==> config.mk <==
export PLATFORM = sky130hd
export DESIGN_NAME = window_watchdog_timer
export DESIGN_NICKNAME = d
export VERILOG_FILES = /design/src/shared/wdog_pkg.sv /design/src/shared/crossing_if.sv /design/src/design/tick_crossing.sv /design/src/design/window_watchdog_timer.sv
export SDC_FILE = /design/constraint.sdc
export NUM_CORES = 1
export LEC_CHECK = 0
export ABC_AREA = 1
export BUFFER_PORTS_ARGS = -buffer_cell sky130_fd_sc_hd__buf_2
export CORE_MARGIN = 2
export CORE_UTILIZATION = 50
export CTS_BUF_LIST = sky130_fd_sc_hd__clkbuf_4 sky130_fd_sc_hd__clkbuf_8 sky130_fd_sc_hd__clkbuf_16
export DETAILED_ROUTE_END_ITERATION = 8
export GPL_ROUTABILITY_DRIVEN = 0
export PLACE_DENSITY_LB_ADDON = 0.3
export SLEW_MARGIN = 10
export SYNTH_ARGS = -nofsm -noshare
export SYNTH_HDL_FRONTEND = slang
export SYNTH_SLANG_ARGS = --single-unit
==> constraint.sdc <==
create_clock -name pclk -period 2.9 [get_ports pclk]
set_clock_uncertainty 0.15 [all_clocks]
set_input_delay 0.29 -clock pclk [delete_from_list [all_inputs] [get_ports pclk]]
set_output_delay 0.29 -clock pclk [all_outputs]
set_load 0.02 [all_outputs]
==> src/shared/wdog_pkg.sv <==
// Package: register map, field layout and timing constants of the watchdog
package wdog_pkg;
    // ========================================
    // Register indices and byte addresses
    localparam logic [3:0]  REG_IDX_CONFIG  = 4'h0;    // watchdog_config index
    localparam logic [3:0]  REG_IDX_STATE   = 4'h1;    // watchdog_state index
    localparam logic [11:0] ADDR_CONFIG     = {6'h00, REG_IDX_CONFIG, 2'b00};
    localparam logic [11:0] ADDR_STATE      = {6'h00, REG_IDX_STATE, 2'b00};
    // ========================================
    // Field positions
    localparam int OPEN_LSB    = 0;                    // open_timeout code, bits 3:0
    localparam int CLOSED_LSB  = 4;                    // closed_timeout code, bits 7:4
    localparam int LOCK_BIT    = 7;                    // lock bit in watchdog_state
    localparam int BUSY_BIT    = 0;                    // clock_crossing_pending bit
    // ========================================
    // Values after reset and codes
    localparam logic [7:0]  CONFIG_RESET    = 8'h00;   // replaced by fuse after release
    localparam logic [3:0]  CODE_OFF        = 4'h0;
    localparam logic [3:0]  CODE_MAX        = 4'hB;    // 8192 ticks
    localparam logic [13:0] BASE_TICKS      = 14'h0008;
    localparam logic [13:0] MAX_TICKS       = 14'h2000;
    // ========================================
    // Timing
    localparam int  CLK_PERIOD_NS   = 10;              // pclk at 100 MHz
    localparam int  UNLOCK_INSTRS   = 4;               // protected write window
    localparam logic [2:0] UNLOCK_COUNT = 3'(UNLOCK_INSTRS);
    localparam logic [1:0] SYNC_TICKS   = 2'h3;        // ticks until a crossing lands
endpackage

==> src/shared/crossing_if.sv <==
// Interface between the watchdog top and its slow-tick crossing stage
`timescale 1ns/1ps
interface crossing_if;
    logic tick;     // Slow oscillator tick, one pclk wide
    logic req;      // Start of a transfer
    logic busy;     // Transfer in flight
    logic done;     // Transfer lands, coincident with a tick

    modport unit (input tick, input req, output busy, output done);
    modport user (output tick, output req, input busy, input done);
endinterface

==> src/design/tick_crossing.sv <==
// Crossing stage: carries one event into the slow tick domain
`timescale 1ns/1ps
module tick_crossing
    import wdog_pkg::*;
(
    input  wire logic   pclk,       // System clock
    input  wire logic   presetn,    // Async reset, active low
    crossing_if.unit    xfer        // Request, tick and completion
);
    logic [1:0] stage;

    // ========================================
    // Busy window and tick counting
    // A request while busy is dropped: the stage holds one event only
    always_ff @(posedge pclk or negedge presetn) begin
        if (!presetn) begin
            xfer.busy <= 1'b0;
            stage     <= 2'h0;
        end else if (!xfer.busy) begin
            xfer.busy <= xfer.req;
            stage     <= 2'h0;
        end else if (xfer.tick) begin
            if (stage == SYNC_TICKS - 2'h1) begin
                xfer.busy <= 1'b0;
            end
            stage <= stage + 2'h1;
        end
    end

    // Lands on the third tick, two to three tick periods after request
    assign xfer.done = xfer.busy && xfer.tick && (stage == SYNC_TICKS - 2'h1);
endmodule

==> src/design/window_watchdog_timer.sv <==
// Window watchdog timer with protected configuration, lock and APB slave
//
// Added by the designer: the APB interface to the registers.
`timescale 1ns/1ps
module window_watchdog_timer
    import wdog_pkg::*;
(
    input  wire logic        pclk,                       // System clock, 100 MHz
    input  wire logic        presetn,                    // Async reset, active low
    input  wire logic        psel,                       // APB select
    input  wire logic        penable,                    // APB enable
    input  wire logic        pwrite,                     // APB direction
    input  wire logic [11:0] paddr,                      // APB byte address
    input  wire logic [31:0] pwdata,                     // APB write data
    output logic      [31:0] prdata,                     // APB read data
    output logic             pready,                     // APB ready
    output logic             pslverr,                    // APB error, unmapped only
    input  wire logic [7:0]  boot_config_fuse,           // Boot value of watchdog_config
    input  wire logic        io_unlock_key,              // Key written to CPU key register
    input  wire logic        cpu_instr_retired,          // One CPU instruction completed
    input  wire logic        watchdog_clear_instruction, // Clear instruction executed
    input  wire logic        debug_halted,               // CPU halted in debug
    input  wire logic        debug_mode,                 // Debugger attached
    input  wire logic        slow_osc_tick,              // 1 kHz tick, one pclk wide
    output logic             system_reset_request        // To reset controller
);
    import wdog_pkg::*;

    // ========================================
    // Declarations
    logic [7:0]  watchdog_config;    // Software view
    logic        lock;
    logic        boot_done;
    logic [2:0]  unlock_left;
    logic [3:0]  open_timeout;       // Active in tick domain
    logic [3:0]  closed_timeout;
    logic [13:0] count;
    logic        in_closed;
    logic        apb_access;
    logic        apb_write;
    logic        addr_config;
    logic        addr_state;
    logic        gate_open;
    logic        config_write_ok;
    logic [13:0] open_len;
    logic [13:0] closed_len;
    logic [13:0] next_count;
    logic        enabled;
    logic        window_mode;

    // ========================================
    // Tick-domain event terms and lock requests
    logic        step;               // Tick that counts
    logic        clear_open;         // Clear lands outside the closed phase
    logic        clear_shut;         // Clear lands inside the closed phase
    logic        closed_over;        // Closed phase runs out on this tick
    logic        open_over;          // Open phase runs out on this tick
    logic        lock_set;           // Software sets the lock
    logic        lock_clear;         // Debugger clears the lock

    crossing_if clear_x ();
    crossing_if cfg_x ();

    // ========================================
    // Code to tick length, doubling from 8
    function automatic logic [13:0] code_ticks(input logic [3:0] code);
        logic [13:0] len;
        len = MAX_TICKS;
        if (code != CODE_OFF && code <= CODE_MAX) begin
            len = BASE_TICKS << (code - 4'h1);
        end
        return len;
    endfunction

    assign open_len    = code_ticks(open_timeout);
    assign closed_len  = code_ticks(closed_timeout);
    assign enabled     = open_timeout != CODE_OFF;
    assign window_mode = closed_timeout != CODE_OFF;
    assign next_count  = count + 14'h0001;

    // ========================================
    // APB decode; one wait state, write lands on the pready edge
    assign apb_access  = psel && penable && pready;
    assign apb_write   = apb_access && pwrite;
    assign addr_config = paddr == ADDR_CONFIG;
    assign addr_state  = paddr == ADDR_STATE;

    // Ready: one wait state, one cycle wide, so a held request is answered every second cycle
    always_ff @(posedge pclk or negedge presetn) begin
        if (!presetn) begin
            pready <= 1'b0;
        end else begin
            pready <= psel && penable && !pready;
        end
    end

    // Error only outside the two registers; protected misses stay silent
    always_ff @(posedge pclk or negedge presetn) begin
        if (!presetn) begin
            pslverr <= 1'b0;
        end else begin
            pslverr <= psel && penable && !pready && !addr_config && !addr_state;
        end
    end

    // Read data, zero outside the answer cycle
    always_ff @(posedge pclk or negedge presetn) begin
        if (!presetn) begin
            prdata <= 32'h0000_0000;
        end else begin
            prdata <= 32'h0000_0000;
            if (psel && penable && !pready && !pwrite) begin
                if (addr_config) begin
                    prdata[7:0] <= watchdog_config;
                end else if (addr_state) begin
                    prdata[LOCK_BIT] <= lock;
                    prdata[BUSY_BIT] <= cfg_x.busy;
                end
            end
        end
    end

    // ========================================
    // Protected write gate: open for four instructions after the key
    always_ff @(posedge pclk or negedge presetn) begin
        if (!presetn) begin
            unlock_left <= 3'h0;
        end else if (io_unlock_key) begin
            unlock_left <= UNLOCK_COUNT;
        end else if (cpu_instr_retired && unlock_left != 3'h0) begin
            unlock_left <= unlock_left - 3'h1;
        end
    end

    assign gate_open = unlock_left != 3'h0;
    // Writes during busy are dropped so a transfer in flight is never torn
    assign config_write_ok = apb_write && addr_config && gate_open && !lock
                             && !cfg_x.busy;

    // ========================================
    // Software config and lock; fuse captured at the first edge after release
    always_ff @(posedge pclk or negedge presetn) begin
        if (!presetn) begin
            watchdog_config <= CONFIG_RESET;
        end else if (!boot_done) begin
            watchdog_config <= boot_config_fuse;
        end else if (config_write_ok) begin
            watchdog_config <= pwdata[7:0];
        end
    end

    // Boot marker: one edge of fuse load, then software owns the config
    always_ff @(posedge pclk or negedge presetn) begin
        if (!presetn) begin
            boot_done <= 1'b0;
        end else begin
            boot_done <= 1'b1;
        end
    end

    // ========================================
    // Lock: software may only set it; the debugger alone may clear it
    assign lock_set   = apb_write && addr_state && gate_open && pwdata[LOCK_BIT];
    assign lock_clear = apb_write && addr_state && gate_open && !pwdata[LOCK_BIT]
                        && debug_mode;

    // Set is tested first, so a set never loses to a clear
    always_ff @(posedge pclk or negedge presetn) begin
        if (!presetn) begin
            lock <= 1'b0;
        end else if (!boot_done) begin
            lock <= boot_config_fuse[OPEN_LSB +: 4] != CODE_OFF;
        end else if (lock_set) begin
            lock <= 1'b1;
        end else if (lock_clear) begin
            lock <= 1'b0;
        end
    end

    // ========================================
    // Crossings into the tick domain
    // Boot load also crosses so the active copy follows the fuse
    assign cfg_x.tick   = slow_osc_tick;
    assign cfg_x.req    = config_write_ok || !boot_done;
    assign clear_x.tick = slow_osc_tick;
    assign clear_x.req  = watchdog_clear_instruction;

    tick_crossing cfg_sync (
        .pclk    (pclk),
        .presetn (presetn),
        .xfer    (cfg_x)
    );

    tick_crossing clear_sync (
        .pclk    (pclk),
        .presetn (presetn),
        .xfer    (clear_x)
    );

    // ========================================
    // Active config in the tick domain
    // Open length: only replaced on a landing, never mid-crossing
    always_ff @(posedge pclk or negedge presetn) begin
        if (!presetn) begin
            open_timeout <= CODE_OFF;
        end else if (cfg_x.done) begin
            open_timeout <= watchdog_config[OPEN_LSB +: 4];
        end
    end

    // Closed length follows the same landing, so both fields switch together
    always_ff @(posedge pclk or negedge presetn) begin
        if (!presetn) begin
            closed_timeout <= CODE_OFF;
        end else if (cfg_x.done) begin
            closed_timeout <= watchdog_config[CLOSED_LSB +: 4];
        end
    end

    // ========================================
    // Window phase, one-hot
    // Idle follows a halt, a disable or a landing: it counts like open,
    // and a clear there arms the first closed phase
    typedef enum logic [2:0] {
        PHASE_IDLE   = 3'b001,                          // Fresh start, no window yet
        PHASE_OPEN   = 3'b010,                          // Clear allowed
        PHASE_CLOSED = 3'b100                           // Clear forbidden
    } phase_t;

    phase_t phase;
    phase_t next_phase;

    // ========================================
    // Tick-domain events, named once so every process agrees
    // No sleep gating here: only the tick stopping, a debug halt, a disable or a config landing stops the count
    assign step        = slow_osc_tick && enabled && !debug_halted && !cfg_x.done;
    assign in_closed   = phase == PHASE_CLOSED;
    assign clear_open  = clear_x.done && !in_closed;
    assign clear_shut  = clear_x.done && in_closed;
    assign closed_over = in_closed && next_count >= closed_len;
    assign open_over   = !in_closed && next_count >= open_len;

    // Phase step; a clear in closed keeps the phase, the request is sticky
    always_comb begin
        next_phase = phase;
        if (debug_halted || cfg_x.done || !enabled) begin
            next_phase = PHASE_IDLE;
        end else if (step) begin
            unique case (phase)
                PHASE_IDLE, PHASE_OPEN: begin
                    if (clear_open && window_mode) begin
                        next_phase = PHASE_CLOSED;
                    end else begin
                        next_phase = PHASE_OPEN;
                    end
                end
                PHASE_CLOSED: begin
                    if (closed_over) begin
                        next_phase = PHASE_OPEN;
                    end
                end
                // Stray code from an upset: restart cleanly
                default: begin
                    next_phase = PHASE_IDLE;
                end
            endcase
        end
    end

    // Phase register
    always_ff @(posedge pclk or negedge presetn) begin
        if (!presetn) begin
            phase <= PHASE_IDLE;
        end else begin
            phase <= next_phase;
        end
    end

    // ========================================
    // Tick counter; zero while off, halted or reloading
    always_ff @(posedge pclk or negedge presetn) begin
        if (!presetn) begin
            count <= 14'h0000;
        end else if (debug_halted || cfg_x.done || !enabled) begin
            count <= 14'h0000;
        end else if (step) begin
            if (clear_open || closed_over) begin
                count <= 14'h0000;
            end else begin
                count <= next_count;
            end
        end
    end

    // ========================================
    // Reset request, sticky until device reset
    // A clear landing with the config is ignored, so only step gates it
    always_ff @(posedge pclk or negedge presetn) begin
        if (!presetn) begin
            system_reset_request <= 1'b0;
        end else if (step) begin
            if (clear_shut) begin
                system_reset_request <= 1'b1;
            end else if (!clear_x.done && open_over) begin
                system_reset_request <= 1'b1;
            end
        end
    end
endmodule

==> metrics.yaml <==
outcome: "completed"
postLayoutCoreUtil_pct: 57.5
drive_above_1_share_pct: 20.1
avgSynthCellArea_sq_um: 7.61
grt_max_degree: 37
synth.area.top_cells: "dfrtp_1 36%, nand2_1 14%, ha_1 9.3%"
syn_inst: 494
cellPowerDensity_nw_per_um2: 591
r2r_cells: 17
floorplan.initialDensity_pct: 51.9
synth_top_area_cell: "dfrtp_1"
clock-root-buffer: "clkbuf_8"
antenna_found_initial: 0
grt_use_total_pct: 19.0
synth-seq-cells: 55
worst-path-max-fanout: 14
synth_flop_cell: "dfrtp_1"
antennaDiodeCount: 0
arrival_ns: 2.85
drt-initial-drc-count: 88
min_from: "io_unlock_key"
via_per_inst: 4.77
path_class: "reg -> reg"
rows: 31
clk_latency_ns: 0.32
drv_cap: 0
synth_edf_count: 0
yosysMostFrequentCell: "nand2_1"
ir_drop_v: 0.000251
synth_top_area_share_pct: 35.9
p_leak_nw: 2.27
ys_types: 35
post-route-drc-count: 0
cts.sinks: 55
start_kind: "register"
finalWorstSetupSlack_ns: 0.120
max_slew.worst_pin.slew_ns: 0.796
post-route-period-util_pct: 95.9
cts_buffer_depth: 2
dieWidth_um: 90.7
die-area_sq_um: 8230
r2r_end: "count[1]"
synth_warnings: 0
worst_ep_required_time_ns: 2.97
wl_per_cell_um: 11.7
synthToLayoutAreaGrowth_pct: 10.9
pin_count: 98
hold_viol: 0
drtPass1Iterations: 4
setup_viol: 0
timing.rr.start: "count[1]"
fillers: 696
rrSetupSlack_ns: 0.12
num_vias: 3110
cts_tree: "built"
maxSlewHeadroom_pct: 46.9
nNetsFinal: 643
postRouteAntennaNets: 0
portBuffers: 49
pre_cts_slack_ns: 0.172
maxSlewViolCount: 0
fp.dieH_um: 90.7
clock.fmax_ghz: 0.360
end_kind: "register"
netlist_top_cells_count: "143 x nand2_1, 61 x inv_1, 54 x dfrtp_1"
h-tree-depth: 2
cts_made_buffers: 5
synth_area_sq_um: 3760
grt_overflow: 0
grt_pass1_vias: 2925
period_needed_ns: 2.78
crit_path_start: "count[1]"
grt_pass1_wl_um: 13000
wl_um: 7650
ys_async_sr_fraction_pct: 100
dp_hpwl_um: 5870
coreArea_sq_um: 7250
min_path_type: "in -> reg"
ys_seq_area_share_pct: 36.6
clkTransAtPathRegs_ns: 0.11
endpoint: "count[1]"
-- cells by family after synthesis --
group / synth area share [%]
mux: 0.299
buf+inv: 12.6
compound gates: 6.09
flops: 36.6
simple gates: 32.3
other cells: 0.200
fa+ha+maj: 9.31
xor+xnor: 2.53
-- state kept, by name, indices dropped and copies added, names as in the netlist --
| name | count |
|---|---|
| clear_sync.xfer.busy | 1 |
| system_reset_request | 1 |
| boot_done | 1 |
| closed_timeout | 4 |
| open_timeout | 4 |
| prdata | 8 |
| phase | 3 |
| watchdog_config | 8 |
| clear_sync.stage | 2 |
| pready | 1 |
| count | 14 |
| cfg_sync.stage | 2 |
| pslverr | 1 |
| cfg_sync.xfer.busy | 1 |
| lock | 1 |
| unlock_left | 3 |
-- metrics by stage --
| step | area [sq um] | hold slack [ns] | std cells | setup TNS [ns] | power (mW) |
|---|---|---|---|---|---|
| CTS | 4150 | 0.0258 | 651 | 0 | 2.45 |
| finish | 4170 | 0.0288 | 652 | 0 | 2.47 |
| global route | 4170 | 0.0259 | 652 | -0.123 | 2.69 |
| detailed placement | 4050 | 0.270 | 642 | 0 | 2.00 |
| floorplan | 3850 | -0.156 | 517 | 0 | 1.80 |
| global placement | 4050 | 0.260 | 642 | 0 | 1.95 |
-- what timing repair did --
| item | CTS | global route |
|---|---|---|
| buffers inserted | 0 | 1 |
| hold endpoints to repair | 34 | 0 |
| hold buffers | 1 | 0 |
| resized for setup | 0 | 6 |
| endpoints found under the setup margin | 0 | 18 |
-- cells in the final DEF, fill, tap and decap left out, types with 4 or more instances in the layout --
cell type  Yosys  final
nand2_1      143    143
inv_1         61     61
dfrtp_1       54     54
buf_2          0     49
nor2_1        41     40
nand3_1       31     30
ha_1          28     28
conb_1         2     25
o21ai_0       22     21
nand2_2       13     13
a21oi_1       13     12
nand3_2       11     12
nor3_1         7      7
buf_4         24      7
xor2_1         5      5
clkbuf_8       0      5
nand4_1        4      4
xnor2_1        4      4
-- layer usage --
layer | routed length [um] | global-route usage [%]
met5 | 0 | 0
met4 | 73 | 4.87
met3 | 323 | 2.59
met2 | 3780 | 33.3
met1 | 3470 | 24.7
-- cell type report --
class	count	area [sq um]	area share (%)
well taps	99	124	2.97
clock inverters	3	22.5	0.540
repair buffers	58	328	7.86
flip-flops and latches	55	1380	33.0
inverters	64	240	5.76
clock buffers	5	68.8	1.65
multi-input cells	368	2010	48.2
-- worst min path at each step --
stage | endpoint | slack, ns | cells after the start
after global placement | count[2] | 0.26 | 1
final | unlock_left[1] | 0.03 | 2
after floorplan | boot_done | -0.16 | 0
after global routing | unlock_left[1] | 0.03 | 2
after detailed placement | count[2] | 0.27 | 1
after CTS | unlock_left[1] | 0.03 | 2
-- where the power goes --
part | leakage [nW] | internal, mW | switching, mW
clock | 0.0489 | 0.176 | 0.278
combinational | 1.51 | 0.341 | 0.644
sequential | 0.706 | 0.903 | 0.126
-- worst max-delay path: stages, from the launching register on --
cell,delay [ns]
dfrtp_1,0.40
buf_4,0.13
nand2_1,0.09
nor3_2,0.30
nand3_1,0.12
nand2_1,0.08
nand2_1,0.13
ha_1,0.34
nand2_1,0.08
nor2_2,0.15
nand2_1,0.07
nor2_1,0.10
nand2_1,0.09
nand2_1,0.07
nand2_1,0.08
buf_12,0.16
nand3_1,0.07
nand2_1,0.06
Power figures use the tool's default switching activity.
